`src/include/awss_pkg.sv`:
```
// Constants, opcodes and carrier types of the waveform store block
package awss_pkg;

  localparam int NAME_CHARS = 8;
  localparam int USER_SLOTS = 4;
  localparam int BUILTIN_COUNT = 5;
  localparam int ENTRY_COUNT = 10;
  localparam logic [14:0] MIN_POINTS = 15'h0008;
  localparam logic [14:0] MAX_POINTS = 15'h3E80;
  localparam logic signed [15:0] CODE_MAX = 16'sh07FF;
  localparam logic signed [15:0] CODE_MIN = -16'sh07FF;
  // Float samples arrive as Q2.14: +1.0 is 0x4000
  localparam logic signed [15:0] FLOAT_ONE = 16'sh4000;
  localparam int FLOAT_FRAC = 14;
  localparam logic [13:0] OFFSET_LIMIT = 14'h0002;
  // Built-in entries with an inherent offset; value is arbitrary
  localparam logic [4:0] BUILTIN_OFFSET = 5'h00;

  // Entry numbering: 0..4 built-in, 5 volatile, 6..9 user
  localparam logic [3:0] ENTRY_VOLATILE = 4'h5;
  localparam logic [3:0] ENTRY_USER0 = 4'h6;
  localparam logic [3:0] ENTRY_BY_NAME = 4'hF;

  localparam logic [15:0] ERR_NAME_TOO_LONG = 16'h030F;
  localparam logic [15:0] ERR_NO_SUCH_WAVE = 16'h0311;
  localparam logic [15:0] ERR_MEM_FULL = 16'h030D;
  localparam logic [15:0] ERR_POINT_COUNT = 16'hFF26;
  localparam logic [15:0] ERR_DATA_RANGE = 16'hFF22;
  localparam logic [15:0] ERR_NAME_SYNTAX = 16'hFF8D;
  localparam logic [15:0] ERR_MOD_ILLEGAL = 16'hFF25;

  typedef enum logic [3:0] {
    AWSS_OP_TRIG_SET = 4'h0, AWSS_OP_TRIG_QRY = 4'h1, AWSS_OP_BORD_SET = 4'h2,
    AWSS_OP_LOAD_BEGIN = 4'h3, AWSS_OP_LOAD_VALUE = 4'h4, AWSS_OP_LOAD_BYTE = 4'h5,
    AWSS_OP_LOAD_END = 4'h6, AWSS_OP_NAME_CLEAR = 4'h7, AWSS_OP_NAME_CHAR = 4'h8,
    AWSS_OP_SELECT = 4'h9, AWSS_OP_SELECT_QRY = 4'hA, AWSS_OP_CAT_QRY = 4'hB,
    AWSS_OP_FUNC_SET = 4'hC, AWSS_OP_FUNC_QRY = 4'hD, AWSS_OP_COPY = 4'hE,
    AWSS_OP_MOD_SET = 4'hF
  } awss_op_t;

  typedef enum logic [1:0] {
    AWSS_TRIG_IMMEDIATE = 2'h0, AWSS_TRIG_EXTERNAL = 2'h1, AWSS_TRIG_BUS = 2'h2
  } awss_trig_t;

  typedef enum logic [1:0] {
    AWSS_FMT_FLOAT = 2'h0, AWSS_FMT_INT_LIST = 2'h1, AWSS_FMT_INT_BLOCK = 2'h2
  } awss_fmt_t;

  typedef enum logic [2:0] {
    AWSS_FN_SINE = 3'h0, AWSS_FN_SQUARE = 3'h1, AWSS_FN_TRIANGLE = 3'h2,
    AWSS_FN_RAMP = 3'h3, AWSS_FN_NOISE = 3'h4, AWSS_FN_DC = 3'h5, AWSS_FN_USER = 3'h6
  } awss_fn_t;

  typedef enum logic [2:0] {
    AWSS_MOD_AM = 3'h0, AWSS_MOD_FM = 3'h1, AWSS_MOD_FSK = 3'h2,
    AWSS_MOD_BURST = 3'h3, AWSS_MOD_SWEEP = 3'h4
  } awss_mod_t;

  typedef enum logic [2:0] {
    AWSS_RSP_TRIG = 3'h0, AWSS_RSP_FUNC = 3'h1, AWSS_RSP_SELECT = 3'h2,
    AWSS_RSP_CAT_ENTRY = 3'h3, AWSS_RSP_CAT_END = 3'h4
  } awss_rsp_t;

  typedef struct packed {
    awss_op_t op;
    logic [15:0] arg;
  } awss_cmd_t;

  typedef struct packed {
    awss_rsp_t kind;
    logic [3:0] entry;
    logic [8*NAME_CHARS-1:0] name;
    logic [2:0] code;
  } awss_resp_t;

  typedef struct packed {
    logic bank;
    logic [13:0] addr;
    logic [11:0] data;
  } awss_wave_wr_t;

endpackage : awss_pkg

```
`src/hdl/awss_core.sv`:
```
// Arbitrary waveform store and select command logic
`timescale 1ns/1ps
// What this block does
// RULE1: Trigger-source query answers immediate, external or bus, as currently configured.
// RULE2: Downloads carry 8 to 16000 points; any count in range is accepted.
// RULE3: Float samples -1..+1 map onto the negative and positive output peaks.
// RULE4: Integer samples -2047..+2047 are 12-bit converter codes, extremes at peaks.
// RULE5: Integer download takes a binary block or a decimal value list.
// RULE6: Host sets byte order before sending binary integer data.
// RULE7: A new download replaces the volatile waveform without error.
// RULE8: At most four user waveforms besides volatile and built-in entries.
// RULE9: Select picks built-in, user or volatile entry; volatile keyword has no short form.
// RULE10: Selecting never changes output; only the function command starts the arb.
// RULE11: Selecting a name that is not stored is rejected with error 785.
// RULE12: Names up to 8 chars, letter first, then letters, digits, underscore; longer gives 783.
// RULE13: Name characters are converted to upper case before storing or comparing.
// RULE14: Catalog lists built-ins, volatile only if loaded, then stored user names.
// RULE15: Select query returns the active entry: built-in, volatile or user name.
// RULE16: Offset indicator lights when active waveform mean exceeds two codes from zero.
// RULE17: Function query returns one of seven codes sine to user arbitrary.
// RULE18: Arb allowed in AM, FM, FSK, burst, sweep; noise only as AM/FM modulating wave.
// RULE19: Binary samples are two bytes each; byte count is twice point count.
// RULE20: Normal byte order sends high byte first; swapped sends low byte first.
// RULE21: Out-of-range point count is rejected, volatile unchanged, error logged.
module awss_core (
  input wire logic mclk,
  input wire logic arst_n,
  input wire logic cmd_valid,
  output logic cmd_ready,
  input wire awss_pkg::awss_cmd_t cmd,
  output logic resp_valid,
  output awss_pkg::awss_resp_t resp,
  output logic err_valid,
  output logic [15:0] err_code,
  output logic wave_wr_valid,
  output awss_pkg::awss_wave_wr_t wave_wr,
  output logic play_bank,
  output logic copy_valid,
  output logic [1:0] copy_slot,
  output awss_pkg::awss_fn_t out_func,
  output logic [3:0] out_entry,
  output awss_pkg::awss_mod_t mod_mode,
  output logic mod_enable,
  output logic offset_led
);

  typedef enum logic [2:0] {
    AWSS_ST_IDLE = 3'b001,
    AWSS_ST_LOAD = 3'b010,
    AWSS_ST_CAT = 3'b100
  } awss_state_t;

  function automatic logic [7:0] awss_upper(input logic [7:0] c);
    if (c >= 8'h61 && c <= 8'h7A) begin
      return c - 8'h20;
    end
    return c;
  endfunction : awss_upper

  function automatic logic awss_is_letter(input logic [7:0] c);
    return c >= 8'h41 && c <= 8'h5A;
  endfunction : awss_is_letter

  function automatic logic awss_char_ok(input logic [7:0] c, input logic first);
    if (first) begin
      return awss_is_letter(c);
    end
    return awss_is_letter(c) || (c >= 8'h30 && c <= 8'h39) || c == 8'h5F;
  endfunction : awss_char_ok

  function automatic logic awss_in_range(input logic signed [15:0] v);
    return v >= awss_pkg::CODE_MIN && v <= awss_pkg::CODE_MAX;
  endfunction : awss_in_range

  function automatic logic awss_mod_ok(input awss_pkg::awss_mod_t m, input logic modw,
                                       input awss_pkg::awss_fn_t f);
    if (f == awss_pkg::AWSS_FN_DC) begin
      return 1'b0;
    end
    if (f == awss_pkg::AWSS_FN_NOISE) begin
      return modw && (m == awss_pkg::AWSS_MOD_AM || m == awss_pkg::AWSS_MOD_FM);
    end
    return 1'b1;
  endfunction : awss_mod_ok

  // |sum| > 2 * count
  function automatic logic awss_offset(input logic signed [25:0] s, input logic [14:0] n);
    logic [25:0] mag;
    mag = s[25] ? 26'(-s) : 26'(s);
    return mag > 26'(n) * 26'(awss_pkg::OFFSET_LIMIT);
  endfunction : awss_offset

  awss_state_t state_reg;
  awss_pkg::awss_trig_t trig_reg;
  logic swap_reg;
  awss_pkg::awss_fmt_t fmt_reg;
  logic [14:0] cnt_reg;
  logic signed [25:0] acc_reg;
  logic load_bad_reg;
  logic range_bad_reg;
  logic half_reg;
  logic [7:0] first_byte_reg;
  logic vol_valid_reg;
  logic signed [25:0] vol_sum_reg;
  logic [14:0] vol_cnt_reg;
  logic [7:0] name_reg [awss_pkg::NAME_CHARS];
  logic [3:0] name_len_reg;
  logic name_long_reg;
  logic name_bad_reg;
  logic [awss_pkg::USER_SLOTS-1:0] user_valid_reg;
  logic [8*awss_pkg::NAME_CHARS-1:0] user_name_reg [awss_pkg::USER_SLOTS];
  logic signed [25:0] user_sum_reg [awss_pkg::USER_SLOTS];
  logic [14:0] user_cnt_reg [awss_pkg::USER_SLOTS];
  logic [3:0] sel_reg;
  logic [3:0] cat_idx_reg;

  logic take;
  logic [8*awss_pkg::NAME_CHARS-1:0] name_flat;
  logic name_hit;
  logic [1:0] hit_slot;
  logic free_any;
  logic [1:0] free_slot;
  logic signed [15:0] sample;
  logic sample_strobe;
  logic [15:0] byte_word;
  logic [31:0] float_prod;
  logic [1:0] sel_user_idx;
  logic [3:0] sel_next;
  logic [15:0] err_next;
  logic entry_present;

  assign take = cmd_valid && cmd_ready;
  assign cmd_ready = state_reg != AWSS_ST_CAT;
  assign play_bank = ~wave_wr.bank;
  assign out_entry = sel_reg;

  always_comb begin
    for (int i = 0; i < awss_pkg::NAME_CHARS; i++) begin
      name_flat[8*(awss_pkg::NAME_CHARS-1-i) +: 8] = name_reg[i];
    end
  end

  // Name lookup among stored user entries, and a free slot for copies
  always_comb begin
    name_hit = 1'b0;
    hit_slot = 2'h0;
    free_any = 1'b0;
    free_slot = 2'h0;
    for (int i = awss_pkg::USER_SLOTS - 1; i >= 0; i--) begin
      if (user_valid_reg[i] && user_name_reg[i] == name_flat) begin
        name_hit = 1'b1;
        hit_slot = 2'(i);
      end
      if (!user_valid_reg[i]) begin
        free_any = 1'b1;
        free_slot = 2'(i);
      end
    end
  end

  // Sample assembly from list values, float values or byte pairs
  always_comb begin
    float_prod = 32'(signed'(cmd.arg)) * 32'(signed'(awss_pkg::CODE_MAX));
    byte_word = swap_reg ? {cmd.arg[7:0], first_byte_reg} : {first_byte_reg, cmd.arg[7:0]};
    sample = 16'(signed'(cmd.arg));
    sample_strobe = 1'b0;
    if (take && state_reg == AWSS_ST_LOAD) begin
      if (cmd.op == awss_pkg::AWSS_OP_LOAD_VALUE && fmt_reg == awss_pkg::AWSS_FMT_FLOAT) begin
        sample = 16'(signed'(float_prod) >>> awss_pkg::FLOAT_FRAC); // RULE3
        sample_strobe = 1'b1;
      end else if (cmd.op == awss_pkg::AWSS_OP_LOAD_VALUE &&
                   fmt_reg == awss_pkg::AWSS_FMT_INT_LIST) begin
        sample_strobe = 1'b1; // RULE5
      end else if (cmd.op == awss_pkg::AWSS_OP_LOAD_BYTE &&
                   fmt_reg == awss_pkg::AWSS_FMT_INT_BLOCK && half_reg) begin
        sample = signed'(byte_word); // RULE19 RULE20
        sample_strobe = 1'b1; // RULE5
      end
    end
  end

  always_comb begin
    sel_next = sel_reg;
    if (cmd.arg[3:0] == awss_pkg::ENTRY_BY_NAME) begin
      sel_next = awss_pkg::ENTRY_USER0 + 4'(hit_slot);
    end else if (cmd.arg[3:0] < awss_pkg::ENTRY_USER0) begin
      sel_next = cmd.arg[3:0];
    end
  end

  // Error decision for the command being taken
  always_comb begin
    err_next = 16'h0000;
    if (take) begin
      unique case (cmd.op)
        awss_pkg::AWSS_OP_LOAD_END: begin
          if (state_reg == AWSS_ST_LOAD && (load_bad_reg || half_reg ||
              cnt_reg < awss_pkg::MIN_POINTS || cnt_reg > awss_pkg::MAX_POINTS)) begin
            err_next = awss_pkg::ERR_POINT_COUNT; // RULE21
          end else if (state_reg == AWSS_ST_LOAD && range_bad_reg) begin
            err_next = awss_pkg::ERR_DATA_RANGE; // RULE4
          end
        end
        awss_pkg::AWSS_OP_SELECT: begin
          if (cmd.arg[3:0] == awss_pkg::ENTRY_BY_NAME && name_long_reg) begin
            err_next = awss_pkg::ERR_NAME_TOO_LONG; // RULE12
          end else if (cmd.arg[3:0] == awss_pkg::ENTRY_BY_NAME && !name_hit) begin
            err_next = awss_pkg::ERR_NO_SUCH_WAVE; // RULE11
          end else if (cmd.arg[3:0] == awss_pkg::ENTRY_VOLATILE && !vol_valid_reg) begin
            err_next = awss_pkg::ERR_NO_SUCH_WAVE; // RULE11
          end else if (cmd.arg[3:0] > awss_pkg::ENTRY_VOLATILE &&
                       cmd.arg[3:0] != awss_pkg::ENTRY_BY_NAME) begin
            err_next = awss_pkg::ERR_NO_SUCH_WAVE;
          end
        end
        awss_pkg::AWSS_OP_COPY: begin
          if (name_long_reg) begin
            err_next = awss_pkg::ERR_NAME_TOO_LONG; // RULE12
          end else if (name_bad_reg || name_len_reg == 4'h0) begin
            err_next = awss_pkg::ERR_NAME_SYNTAX; // RULE12
          end else if (!vol_valid_reg) begin
            err_next = awss_pkg::ERR_NO_SUCH_WAVE;
          end else if (!name_hit && !free_any) begin
            err_next = awss_pkg::ERR_MEM_FULL; // RULE8
          end
        end
        awss_pkg::AWSS_OP_MOD_SET: begin
          if (!awss_mod_ok(awss_pkg::awss_mod_t'(cmd.arg[2:0]), cmd.arg[3],
                           awss_pkg::awss_fn_t'(cmd.arg[6:4]))) begin
            err_next = awss_pkg::ERR_MOD_ILLEGAL; // RULE18
          end
        end
        default: ;
      endcase
    end
  end

  always_ff @(posedge mclk or negedge arst_n) begin
    if (!arst_n) begin
      err_valid <= 1'b0;
      err_code <= 16'h0000;
    end else begin
      err_valid <= err_next != 16'h0000;
      err_code <= err_next;
    end
  end

  // Settings: trigger source, byte order, function, modulation
  always_ff @(posedge mclk or negedge arst_n) begin
    if (!arst_n) begin
      trig_reg <= awss_pkg::AWSS_TRIG_IMMEDIATE;
      swap_reg <= 1'b0;
      out_func <= awss_pkg::AWSS_FN_SINE;
      mod_mode <= awss_pkg::AWSS_MOD_AM;
      mod_enable <= 1'b0;
    end else if (take) begin
      if (cmd.op == awss_pkg::AWSS_OP_TRIG_SET && cmd.arg[1:0] != 2'h3) begin
        trig_reg <= awss_pkg::awss_trig_t'(cmd.arg[1:0]);
      end
      if (cmd.op == awss_pkg::AWSS_OP_BORD_SET) begin
        swap_reg <= cmd.arg[0]; // RULE6
      end
      if (cmd.op == awss_pkg::AWSS_OP_FUNC_SET && cmd.arg[2:0] <= awss_pkg::AWSS_FN_USER) begin
        out_func <= awss_pkg::awss_fn_t'(cmd.arg[2:0]); // RULE10
      end
      if (cmd.op == awss_pkg::AWSS_OP_MOD_SET && err_next == 16'h0000) begin
        mod_mode <= awss_pkg::awss_mod_t'(cmd.arg[2:0]);
        mod_enable <= cmd.arg[7];
      end
    end
  end

  // Download sequencing into the spare bank
  always_ff @(posedge mclk or negedge arst_n) begin
    if (!arst_n) begin
      fmt_reg <= awss_pkg::AWSS_FMT_FLOAT;
      cnt_reg <= 15'h0000;
      acc_reg <= 26'sh0000000;
      load_bad_reg <= 1'b0;
      range_bad_reg <= 1'b0;
      half_reg <= 1'b0;
      first_byte_reg <= 8'h00;
      wave_wr_valid <= 1'b0;
      wave_wr <= '0;
      vol_valid_reg <= 1'b0;
      vol_sum_reg <= 26'sh0000000;
      vol_cnt_reg <= 15'h0000;
    end else begin
      wave_wr_valid <= 1'b0;
      if (take && cmd.op == awss_pkg::AWSS_OP_LOAD_BEGIN) begin
        fmt_reg <= awss_pkg::awss_fmt_t'(cmd.arg[1:0]);
        cnt_reg <= 15'h0000;
        acc_reg <= 26'sh0000000;
        load_bad_reg <= cmd.arg[1:0] == 2'h3;
        range_bad_reg <= 1'b0;
        half_reg <= 1'b0;
      end
      if (take && state_reg == AWSS_ST_LOAD && cmd.op == awss_pkg::AWSS_OP_LOAD_BYTE) begin
        half_reg <= ~half_reg;
        first_byte_reg <= cmd.arg[7:0];
      end
      if (sample_strobe) begin
        if (cnt_reg > awss_pkg::MAX_POINTS) begin
          load_bad_reg <= 1'b1;
        end else begin
          cnt_reg <= cnt_reg + 15'h0001;
        end
        if (!awss_in_range(sample)) begin
          range_bad_reg <= 1'b1; // RULE4
        end
        acc_reg <= acc_reg + 26'(sample);
        wave_wr_valid <= cnt_reg < awss_pkg::MAX_POINTS;
        wave_wr.addr <= cnt_reg[13:0];
        wave_wr.data <= sample[11:0]; // RULE4
      end
      if (take && state_reg == AWSS_ST_LOAD && cmd.op == awss_pkg::AWSS_OP_LOAD_END &&
          err_next == 16'h0000) begin
        wave_wr.bank <= ~wave_wr.bank; // RULE7
        vol_valid_reg <= 1'b1; // RULE2
        vol_sum_reg <= acc_reg;
        vol_cnt_reg <= cnt_reg;
      end
    end
  end

  // Name capture with upper-case folding and syntax check
  always_ff @(posedge mclk or negedge arst_n) begin
    if (!arst_n) begin
      name_reg <= '{default: 8'h00};
      name_len_reg <= 4'h0;
      name_long_reg <= 1'b0;
      name_bad_reg <= 1'b0;
    end else if (take && cmd.op == awss_pkg::AWSS_OP_NAME_CLEAR) begin
      name_reg <= '{default: 8'h00};
      name_len_reg <= 4'h0;
      name_long_reg <= 1'b0;
      name_bad_reg <= 1'b0;
    end else if (take && cmd.op == awss_pkg::AWSS_OP_NAME_CHAR) begin
      if (name_len_reg == 4'(awss_pkg::NAME_CHARS)) begin
        name_long_reg <= 1'b1; // RULE12
      end else begin
        name_reg[name_len_reg[2:0]] <= awss_upper(cmd.arg[7:0]); // RULE13
        name_len_reg <= name_len_reg + 4'h1;
        if (!awss_char_ok(awss_upper(cmd.arg[7:0]), name_len_reg == 4'h0)) begin
          name_bad_reg <= 1'b1; // RULE12
        end
      end
    end
  end

  // User table and waveform selection
  always_ff @(posedge mclk or negedge arst_n) begin
    if (!arst_n) begin
      user_valid_reg <= '0;
      user_name_reg <= '{default: '0};
      user_sum_reg <= '{default: '0};
      user_cnt_reg <= '{default: '0};
      sel_reg <= 4'h0;
      copy_valid <= 1'b0;
      copy_slot <= 2'h0;
    end else begin
      copy_valid <= 1'b0;
      if (take && cmd.op == awss_pkg::AWSS_OP_COPY && err_next == 16'h0000) begin
        copy_valid <= 1'b1;
        copy_slot <= name_hit ? hit_slot : free_slot; // RULE8
        user_valid_reg[name_hit ? hit_slot : free_slot] <= 1'b1;
        user_name_reg[name_hit ? hit_slot : free_slot] <= name_flat;
        user_sum_reg[name_hit ? hit_slot : free_slot] <= vol_sum_reg;
        user_cnt_reg[name_hit ? hit_slot : free_slot] <= vol_cnt_reg;
      end
      if (take && cmd.op == awss_pkg::AWSS_OP_SELECT && err_next == 16'h0000) begin
        sel_reg <= sel_next; // RULE9
      end
    end
  end

  // Offset indicator from the mean of the selected entry
  always_ff @(posedge mclk or negedge arst_n) begin
    if (!arst_n) begin
      offset_led <= 1'b0;
    end else if (sel_reg < awss_pkg::ENTRY_VOLATILE) begin
      offset_led <= awss_pkg::BUILTIN_OFFSET[sel_reg[2:0]];
    end else if (sel_reg == awss_pkg::ENTRY_VOLATILE) begin
      offset_led <= awss_offset(vol_sum_reg, vol_cnt_reg); // RULE16
    end else begin
      offset_led <= awss_offset(user_sum_reg[sel_user_idx], user_cnt_reg[sel_user_idx]); // RULE16
    end
  end

  assign sel_user_idx = 2'(sel_reg - awss_pkg::ENTRY_USER0);

  always_comb begin
    entry_present = 1'b1;
    if (cat_idx_reg == awss_pkg::ENTRY_VOLATILE) begin
      entry_present = vol_valid_reg;
    end else if (cat_idx_reg >= awss_pkg::ENTRY_USER0) begin
      entry_present = user_valid_reg[2'(cat_idx_reg - awss_pkg::ENTRY_USER0)];
    end
  end

  // Command state and query answers
  always_ff @(posedge mclk or negedge arst_n) begin
    if (!arst_n) begin
      state_reg <= AWSS_ST_IDLE;
      cat_idx_reg <= 4'h0;
      resp_valid <= 1'b0;
      resp <= '0;
    end else begin
      resp_valid <= 1'b0;
      unique case (state_reg)
        AWSS_ST_IDLE, AWSS_ST_LOAD: begin
          if (take && cmd.op == awss_pkg::AWSS_OP_LOAD_BEGIN) begin
            state_reg <= AWSS_ST_LOAD;
          end else if (take && cmd.op == awss_pkg::AWSS_OP_LOAD_END) begin
            state_reg <= AWSS_ST_IDLE;
          end else if (take && cmd.op == awss_pkg::AWSS_OP_CAT_QRY) begin
            state_reg <= AWSS_ST_CAT;
            cat_idx_reg <= 4'h0;
          end
          if (take && cmd.op == awss_pkg::AWSS_OP_TRIG_QRY) begin
            resp_valid <= 1'b1;
            resp <= '{kind: awss_pkg::AWSS_RSP_TRIG, entry: 4'h0, name: '0,
                      code: {1'b0, trig_reg}}; // RULE1
          end else if (take && cmd.op == awss_pkg::AWSS_OP_FUNC_QRY) begin
            resp_valid <= 1'b1;
            resp <= '{kind: awss_pkg::AWSS_RSP_FUNC, entry: 4'h0, name: '0,
                      code: out_func}; // RULE17
          end else if (take && cmd.op == awss_pkg::AWSS_OP_SELECT_QRY) begin
            resp_valid <= 1'b1;
            resp <= '{kind: awss_pkg::AWSS_RSP_SELECT, entry: sel_reg,
                      name: sel_reg >= awss_pkg::ENTRY_USER0 ? user_name_reg[sel_user_idx] : '0,
                      code: 3'h0}; // RULE15
          end
        end
        AWSS_ST_CAT: begin
          resp_valid <= 1'b1;
          if (cat_idx_reg == 4'(awss_pkg::ENTRY_COUNT)) begin
            resp <= '{kind: awss_pkg::AWSS_RSP_CAT_END, entry: 4'h0, name: '0, code: 3'h0};
            state_reg <= AWSS_ST_IDLE;
          end else begin
            resp_valid <= entry_present; // RULE14
            resp <= '{kind: awss_pkg::AWSS_RSP_CAT_ENTRY, entry: cat_idx_reg,
                      name: cat_idx_reg >= awss_pkg::ENTRY_USER0 ?
                            user_name_reg[2'(cat_idx_reg - awss_pkg::ENTRY_USER0)] : '0,
                      code: 3'h0};
            cat_idx_reg <= cat_idx_reg + 4'h1;
          end
        end
        default: begin
          state_reg <= AWSS_ST_IDLE;
        end
      endcase
    end
  end

endmodule : awss_core

```
`config.mk`:
```
export PLATFORM = sky130hd
export DESIGN_NAME = awss_core
export DESIGN_NICKNAME = d
export VERILOG_FILES = /design/src/include/awss_pkg.sv /design/src/hdl/awss_core.sv
export SDC_FILE = /design/constraint.sdc
export NUM_CORES = 2
export LEC_CHECK = 0
export BUFFER_PORTS_ARGS = -buffer_cell sky130_fd_sc_hd__buf_4
export CAP_MARGIN = 15
export CORE_MARGIN = 1.5
export CORE_UTILIZATION = 55
export CTS_BUF_LIST = sky130_fd_sc_hd__clkbuf_4
export CTS_CLUSTER_SIZE = 30
export DETAILED_ROUTE_END_ITERATION = 16
export PLACE_DENSITY = 0.74
export SLEW_MARGIN = 0
export SYNTH_ARGS = -nofsm -noshare
export SYNTH_HDL_FRONTEND = slang
export SYNTH_SLANG_ARGS = --single-unit
```
`constraint.sdc`:
```
create_clock -name mclk -period 4.7 [get_ports mclk]
set_input_delay 0.47 -clock mclk [delete_from_list [all_inputs] [get_ports mclk]]
set_output_delay 0.47 -clock mclk [all_outputs]
set_load 0.05 [all_outputs]
```
* After elaboration in Yosys (flattened, before gate mapping) *
Memories as Yosys holds them, arrays and structs flattened.
Index checks and enable logic that the tools add are counted.

operators by class
  add/subtract/negate cells = 10
  multipliers = 1
  order comparisons = 29
  equality and inequality tests = 47
  multiplexer cells = 157
  bitwise gates (word level) = 7
  reduce and logical (&&, ||, !) cells = 77

operator list
  kind                                                        number
  64-bit two-way mux                                          10
  74-bit two-way mux                                          4
  64-bit binary-select mux with 2-bit select                  2
  256-bit bitwise mux                                         1
  64-bit == test                                              4
  26-bit two-way mux                                          7
  16-bit two-way mux                                          11
  74-bit one-hot mux with 2 select lines                      1
  64-bit demux with 2-bit select                              1
  104-bit bitwise mux                                         1
  15-bit two-way mux                                          6
  1-bit two-way mux                                           66
  64-bit bitwise mux                                          1
  16-bit one-hot mux with 4 select lines                      1
  60-bit bitwise mux                                          1
  10-bit two-way mux                                          6
  26-bit binary-select mux with 2-bit select                  1
  26-bit demux with 2-bit select                              1
  26-bit by 16-bit greater-than comparator with 1-bit output  2
  26-bit negation                                             2
  8-bit two-way mux                                           6
  4-bit == test (second input constant)                       11
  1-bit logical AND                                           43
  4-bit two-way mux                                           9
  other kinds (65)                                            130

storage, ports and cells
  register bits = 735
  bits in read-only memories = 8
  bits of input ports = 23
  output and inout port bits = 137
  word-level logic and storage cells = 385
  memories = 1

memory list
  memory            words  bits a word  rd ports  clocked after memory_dff  write ports  RTL line          text
  (name not given)  8      1            1         0                         0            awss_core.sv:382  offset_led <= awss_pkg::BUILTIN_OFFSET[sel_reg[2:0]];

* Logic depth before layout (Yosys ltp) *
  depth after elaboration = 22
  mapped depth = 32
  mapped depth without buffers = 31

* Worst setup path before layout *
No wires, ideal clock.

  kind = input port to flip-flop
  start = in cmd[9] in the netlist's numbering
  end = reg acc_reg[23]
  library setup time = 0.134 ns
  arrival = 7.346 ns
  required time = 4.566 ns
  path slack = -2.780 ns
  stages = 27
  path buffers = 0
  cells stage by stage = inv_1 -> fa_1 -> inv_1 -> fa_1 -> fa_1 -> fa_1 -> inv_1 -> fa_1 -> inv_1 -> ha_1 -> a21o_1 -> a21o_1 -> a2111oi_0 -> o21ai_0 -> a211oi_1 -> a311o_1 -> nand2_1 -> ha_1 -> a21o_1 -> a21oi_1 -> o21bai_1 -> a2111oi_0 -> o211ai_1 -> and3_1 -> o21ai_0 -> nor3b_1 -> o31ai_1

between the ends
  cells in the longest elaborated chain, start to end = 6
  elaborated cells between the ends (all ways) = 7
  classes of those cells = add/sub (1); mul (1); mux (5)

RTL lines
  what                                                                                    RTL line          text
  start: declaration                                                                      awss_core.sv:30   input wire awss_pkg::awss_cmd_t cmd,
  branches (longest 3 deep; another with 16-bit by 12-bit multiplier with 28-bit output)  n/a
  16-bit two-way mux (*)                                                                  awss_core.sv:167  if (take && state_reg == AWSS_ST_LOAD) begin
  26-bit by 16-bit adder with 26-bit output (*)                                           awss_core.sv:311  acc_reg <= acc_reg + 26'(sample);
  26-bit two-way mux (*)                                                                  awss_core.sv:302  if (sample_strobe) begin
  end signal: assignment                                                                  awss_core.sv:311
  end: declaration                                                                        awss_core.sv:98   logic signed [25:0] acc_reg;

Every way passes the cells marked *.
A chain may end at the register's enable or synchronous reset.

* Final worst setup path *
  start = in cmd[10] in the netlist's numbering
  end = reg acc_reg[18]

between the ends
  cells in the longest elaborated chain, start to end = 6
  elaborated cells between the ends (all ways) = 7
  classes of those cells = add/sub (1); mul (1); mux (5)

RTL lines
  what                                                                                    RTL line          text
  branches (longest 3 deep; another with 16-bit by 12-bit multiplier with 28-bit output)  n/a
  16-bit two-way mux (*)                                                                  awss_core.sv:167
  named net sample[10]                                                                    awss_core.sv:123  logic signed [15:0] sample;
  26-bit by 16-bit adder with 26-bit output (*)                                           awss_core.sv:311
  26-bit two-way mux (*)                                                                  awss_core.sv:302

Mark *: on every way through the listed nets, which the timed path passes.

==> flow_summary_export.csv <==
group,metric,value,unit
run_status,outcome,"finished with violations",
run_status,violations,"setup timing",
final_layout,fin_nets,4714,
final_layout,finalNonFillerCells,5642,
floorplanning,ios,160,
setup_path,cpMaxStageDelayCell,"fa_1",
setup_path,crit_fanout,3,
cts,h-tree-depth,4,
timing,skew,82.57,ps
global_routing,grt_pass1_vias,34643,
timing,period_share,132.1,%
synth,synth-seq-cells,728,
placement,gp_congestion,1.040,
drt,ant_nets,0,
synth,yosys.area.top_type,"dfrtp_1",
synth,synth_enable_flop_cells,0,
power,p_per_area,522.3,nW/µm²
timing,fmax,161.1,MHz
cts,cts_buffers,189,
synth,ys_top_cells_by_area,"dfrtp_1 (41%), mux2_2 (9.8%), mux4_2 (7.8%), ha_1 (4.6%), fa_1 (4.0%)",
setup_path,end_kind,"flip-flop",
final_layout,drive_above_1_share,35.95,%
timing,hold_viol,0,
timing,setup_viol,26,
synth,synthAdderAreaFrac,8.732,%
synth,synth_top_area_share,40.88,%
floorplanning,core-area,80290,µm²
synth,syn_area_per_cell,11.35,µm²
floorplanning,die_y,287.5,µm
synth,yosysUniqueCellTypes,98,
power,p_leak,26.45,nW
global_routing,antenna_found_initial,7,
synth,yosysSeqAreaShare,40.94,%
cts,cts_sinks,728,
setup_path,max_stage_delay,590,ps
global_routing,grt_overflow,0,
timing,slew_viol_final,0,
cts,cts-root-buf,"clkbuf_4",
synth,synthMuxAreaShare,21.13,%
floorplanning,fp.dieW,287.5,µm
final_layout,n_fill_cell,6065,
drt,via_per_inst,6.181,
power,ir_drop,0.8557,mV
placement,io_buffers,158,
floorplanning,start_util,55.43,%
timing,maxSlewHeadroom,28.68,%
drt,dr.pass1.iters,6,
final_layout,largest_reg_flops,256,
timing,worst_hold_slack,63.86,ps
min_path,min_path_type,"input pin to flip-flop",
synth,async_flop_share,100.0,%
cts,clk_pin_slew_worst_paths,70,ps
synth,synth_simple_gate_area_share,9.289,%
timing,tightest_slew,1070,ps
global_routing,grt_max_degree,114,
synth,syn_area,44510,µm²
global_routing,grt.total_usage,33.09,%
floorplanning,die_area,82630,µm²
drt,drc_errors,0,
setup_path,path_common_cell,"fa_1",
setup_path,cp_data_required_time,5620,ps
setup_path,worstPathArrival,7130,ps
drt,via_count,34876,
final_layout,area_growth,19.02,%
synth,synth_ff_type,"dfrtp_1",
timing,rsz0062_at_grt,"true",
synth,synth_compound_area_share,8.457,%
drt,routed_wl,135800,µm
timing,layout_setup_ws,-1508,ps
synth,syn_nets,4200,
synth,netlist_instances,3922,
placement,place_ws,-2695,ps
drt,routedWlPerCell,24.07,µm
synth,synth_top_family_by_area,"multiplexers",
cts,cts_tree,"built",
setup_path,reg2reg_slack,-80,ps
power,total_power,0.02767,W
placement,place_hpwl,96220,µm
cts,cts.path.max_buffers,3,
cts,clkLatencyLatePin,1100,ps
synth,synth_xor_area_share,6.455,%
floorplanning,rows,104,
drt,dr.first_iter.drc_count,3373,
run,drv_cap,0,
timing,period_needed,6208,ps
global_routing,grt_pass1_wl,207000,µm
setup_path,crit_path_start_kind,"input pin",
placement,placedCellCount,5236,
setup_path,critPathKind,"input pin to flip-flop",
synth,ys_warn_count,0,
[cell usage after synthesis, types with 17 or more instances]
| library cell | number |
|---|---|
| buf_6 | 18 |
| mux2_4 | 35 |
| ha_1 | 165 |
| o21ai_0 | 200 |
| mux2_2 | 387 |
| a21o_1 | 35 |
| nand2_1 | 207 |
| mux2i_1 | 23 |
| nand4_1 | 42 |
| buf_2 | 51 |
| xnor2_1 | 136 |
| nand2b_1 | 19 |
| nor2b_1 | 22 |
| mux2_1 | 39 |
| mux4_2 | 155 |
| dfrtp_1 | 727 |
| fa_1 | 90 |
| a221oi_1 | 74 |
| inv_1 | 251 |
| nand3_1 | 139 |
| clkbuf_1 | 171 |
| o31ai_1 | 18 |
| a21oi_1 | 112 |
| nor3_1 | 33 |
| buf_1 | 17 |
| nor4_1 | 51 |
| and3_1 | 18 |
| nor2_1 | 234 |
| xor2_1 | 192 |
| o22ai_1 | 19 |
[through the flow]
stage / setup TNS [ps] / util (%) / cell area, µm²
CTS: -20030 / 65.40 / 52510
global route: -30960 / 65.96 / 52960
finish: -26430 / 65.98 / 52970
floorplan: -37970 / - / 44920
detailed placement: -63960 / 61.37 / 49270
global placement: -60220 / 61.37 / 49270
[final cells by class]
type | instances | area (µm²) | area share [%]
multi-input cells | 2670 | 25100 | 47.38
clock inverters | 61 | 357.8 | 0.6755
repair buffers | 594 | 4935 | 9.316
flip-flops and latches | 728 | 18230 | 34.42
diodes | 6 | 15.01 | 0.02834
clock buffers | 270 | 2027 | 3.827
well taps | 1060 | 1326 | 2.504
inverters | 253 | 979.7 | 1.849
[power by group]
part / switching [W] / leakage [nW] / internal, W
combinational: 0.00805 / 15.2 / 0.00640
clock: 0.00276 / 1.41 / 0.00277
sequential: 0.000804 / 9.87 / 0.00688
[cells by family (layout without fill, tap and decap cells)]
logic type,Yosys count,in the layout
other,1,7
flip-flops,728,728
multiplexers,653,653
AO/OA/AOI/OAI,585,585
XOR/XNOR,328,328
AND/OR/NAND/NOR,846,846
buffers and inverters,524,1178
adder cells (fa/ha/maj),257,257
[per-layer routing]
layer  up-vias  global-route usage [%]  wire (µm)
li1      15176                       -          -
met1     17691                   44.31      54360
met2      1626                   50.37      62170
met5         -                       0         34
met4         6                   16.29       6787
met3       377                   8.233      12460
[final timing paths]
check | start | endpoint | cells past startpoint
max in group asynchronous | arst_n | user_cnt_reg[54]$_DFFE_PN0P_ | 3
worst max-delay path | cmd[10] | acc_reg[18]$_DFFE_PN0P_ | 31
min in group asynchronous | arst_n | name_flat[24]$_DFFE_PN0P_ | 2
worst min register to register | wave_wr[22]$_DFFE_PN0P_ | wave_wr[22]$_DFFE_PN0P_ | 2
worst max register to register | out_entry[0]$_DFFE_PN0P_ | offset_led$_DFF_PN0_ | 18
worst min-delay path | cmd[3] | out_entry[3]$_DFFE_PN0P_ | 5
[worst max-delay path, delay by kind of cell]
family          cells  cell delay (ps)
compound gates     11             1810
fa+ha+maj           7             3150
xor+xnor            1              130
buf+inv             8              750
simple gates        4              800
[cell usage in the layout, fill, tap and decap left out, types with 25 or more instances in the layout]
cell	count
nor3_1	31
buf_4	522
a21o_1	34
nand3_1	136
mux2_2	387
xnor2_1	123
dfrtp_1	723
nor4_1	45
clkbuf_4	270
nand2_1	202
ha_1	137
xor2_1	192
inv_1	225
clkinv_1	40
a21oi_1	93
mux4_2	157
nand4_1	42
fa_1	83
nor2_1	226
o21ai_0	164
o21ai_1	25
mux2_4	35
a221oi_1	73
mux2_1	39
[repair_timing]
item | in CTS | in global routing
setup buffers | 28 | 21
endpoints found under the setup margin | 26 | 27
hold endpoints to repair | 171 | 0
cloned | 1 | 1
hold buffers | 20 | 0
pin swaps | 38 | 65
gates resized for setup | 110 | 54
Power figures use the tool's default switching activity.
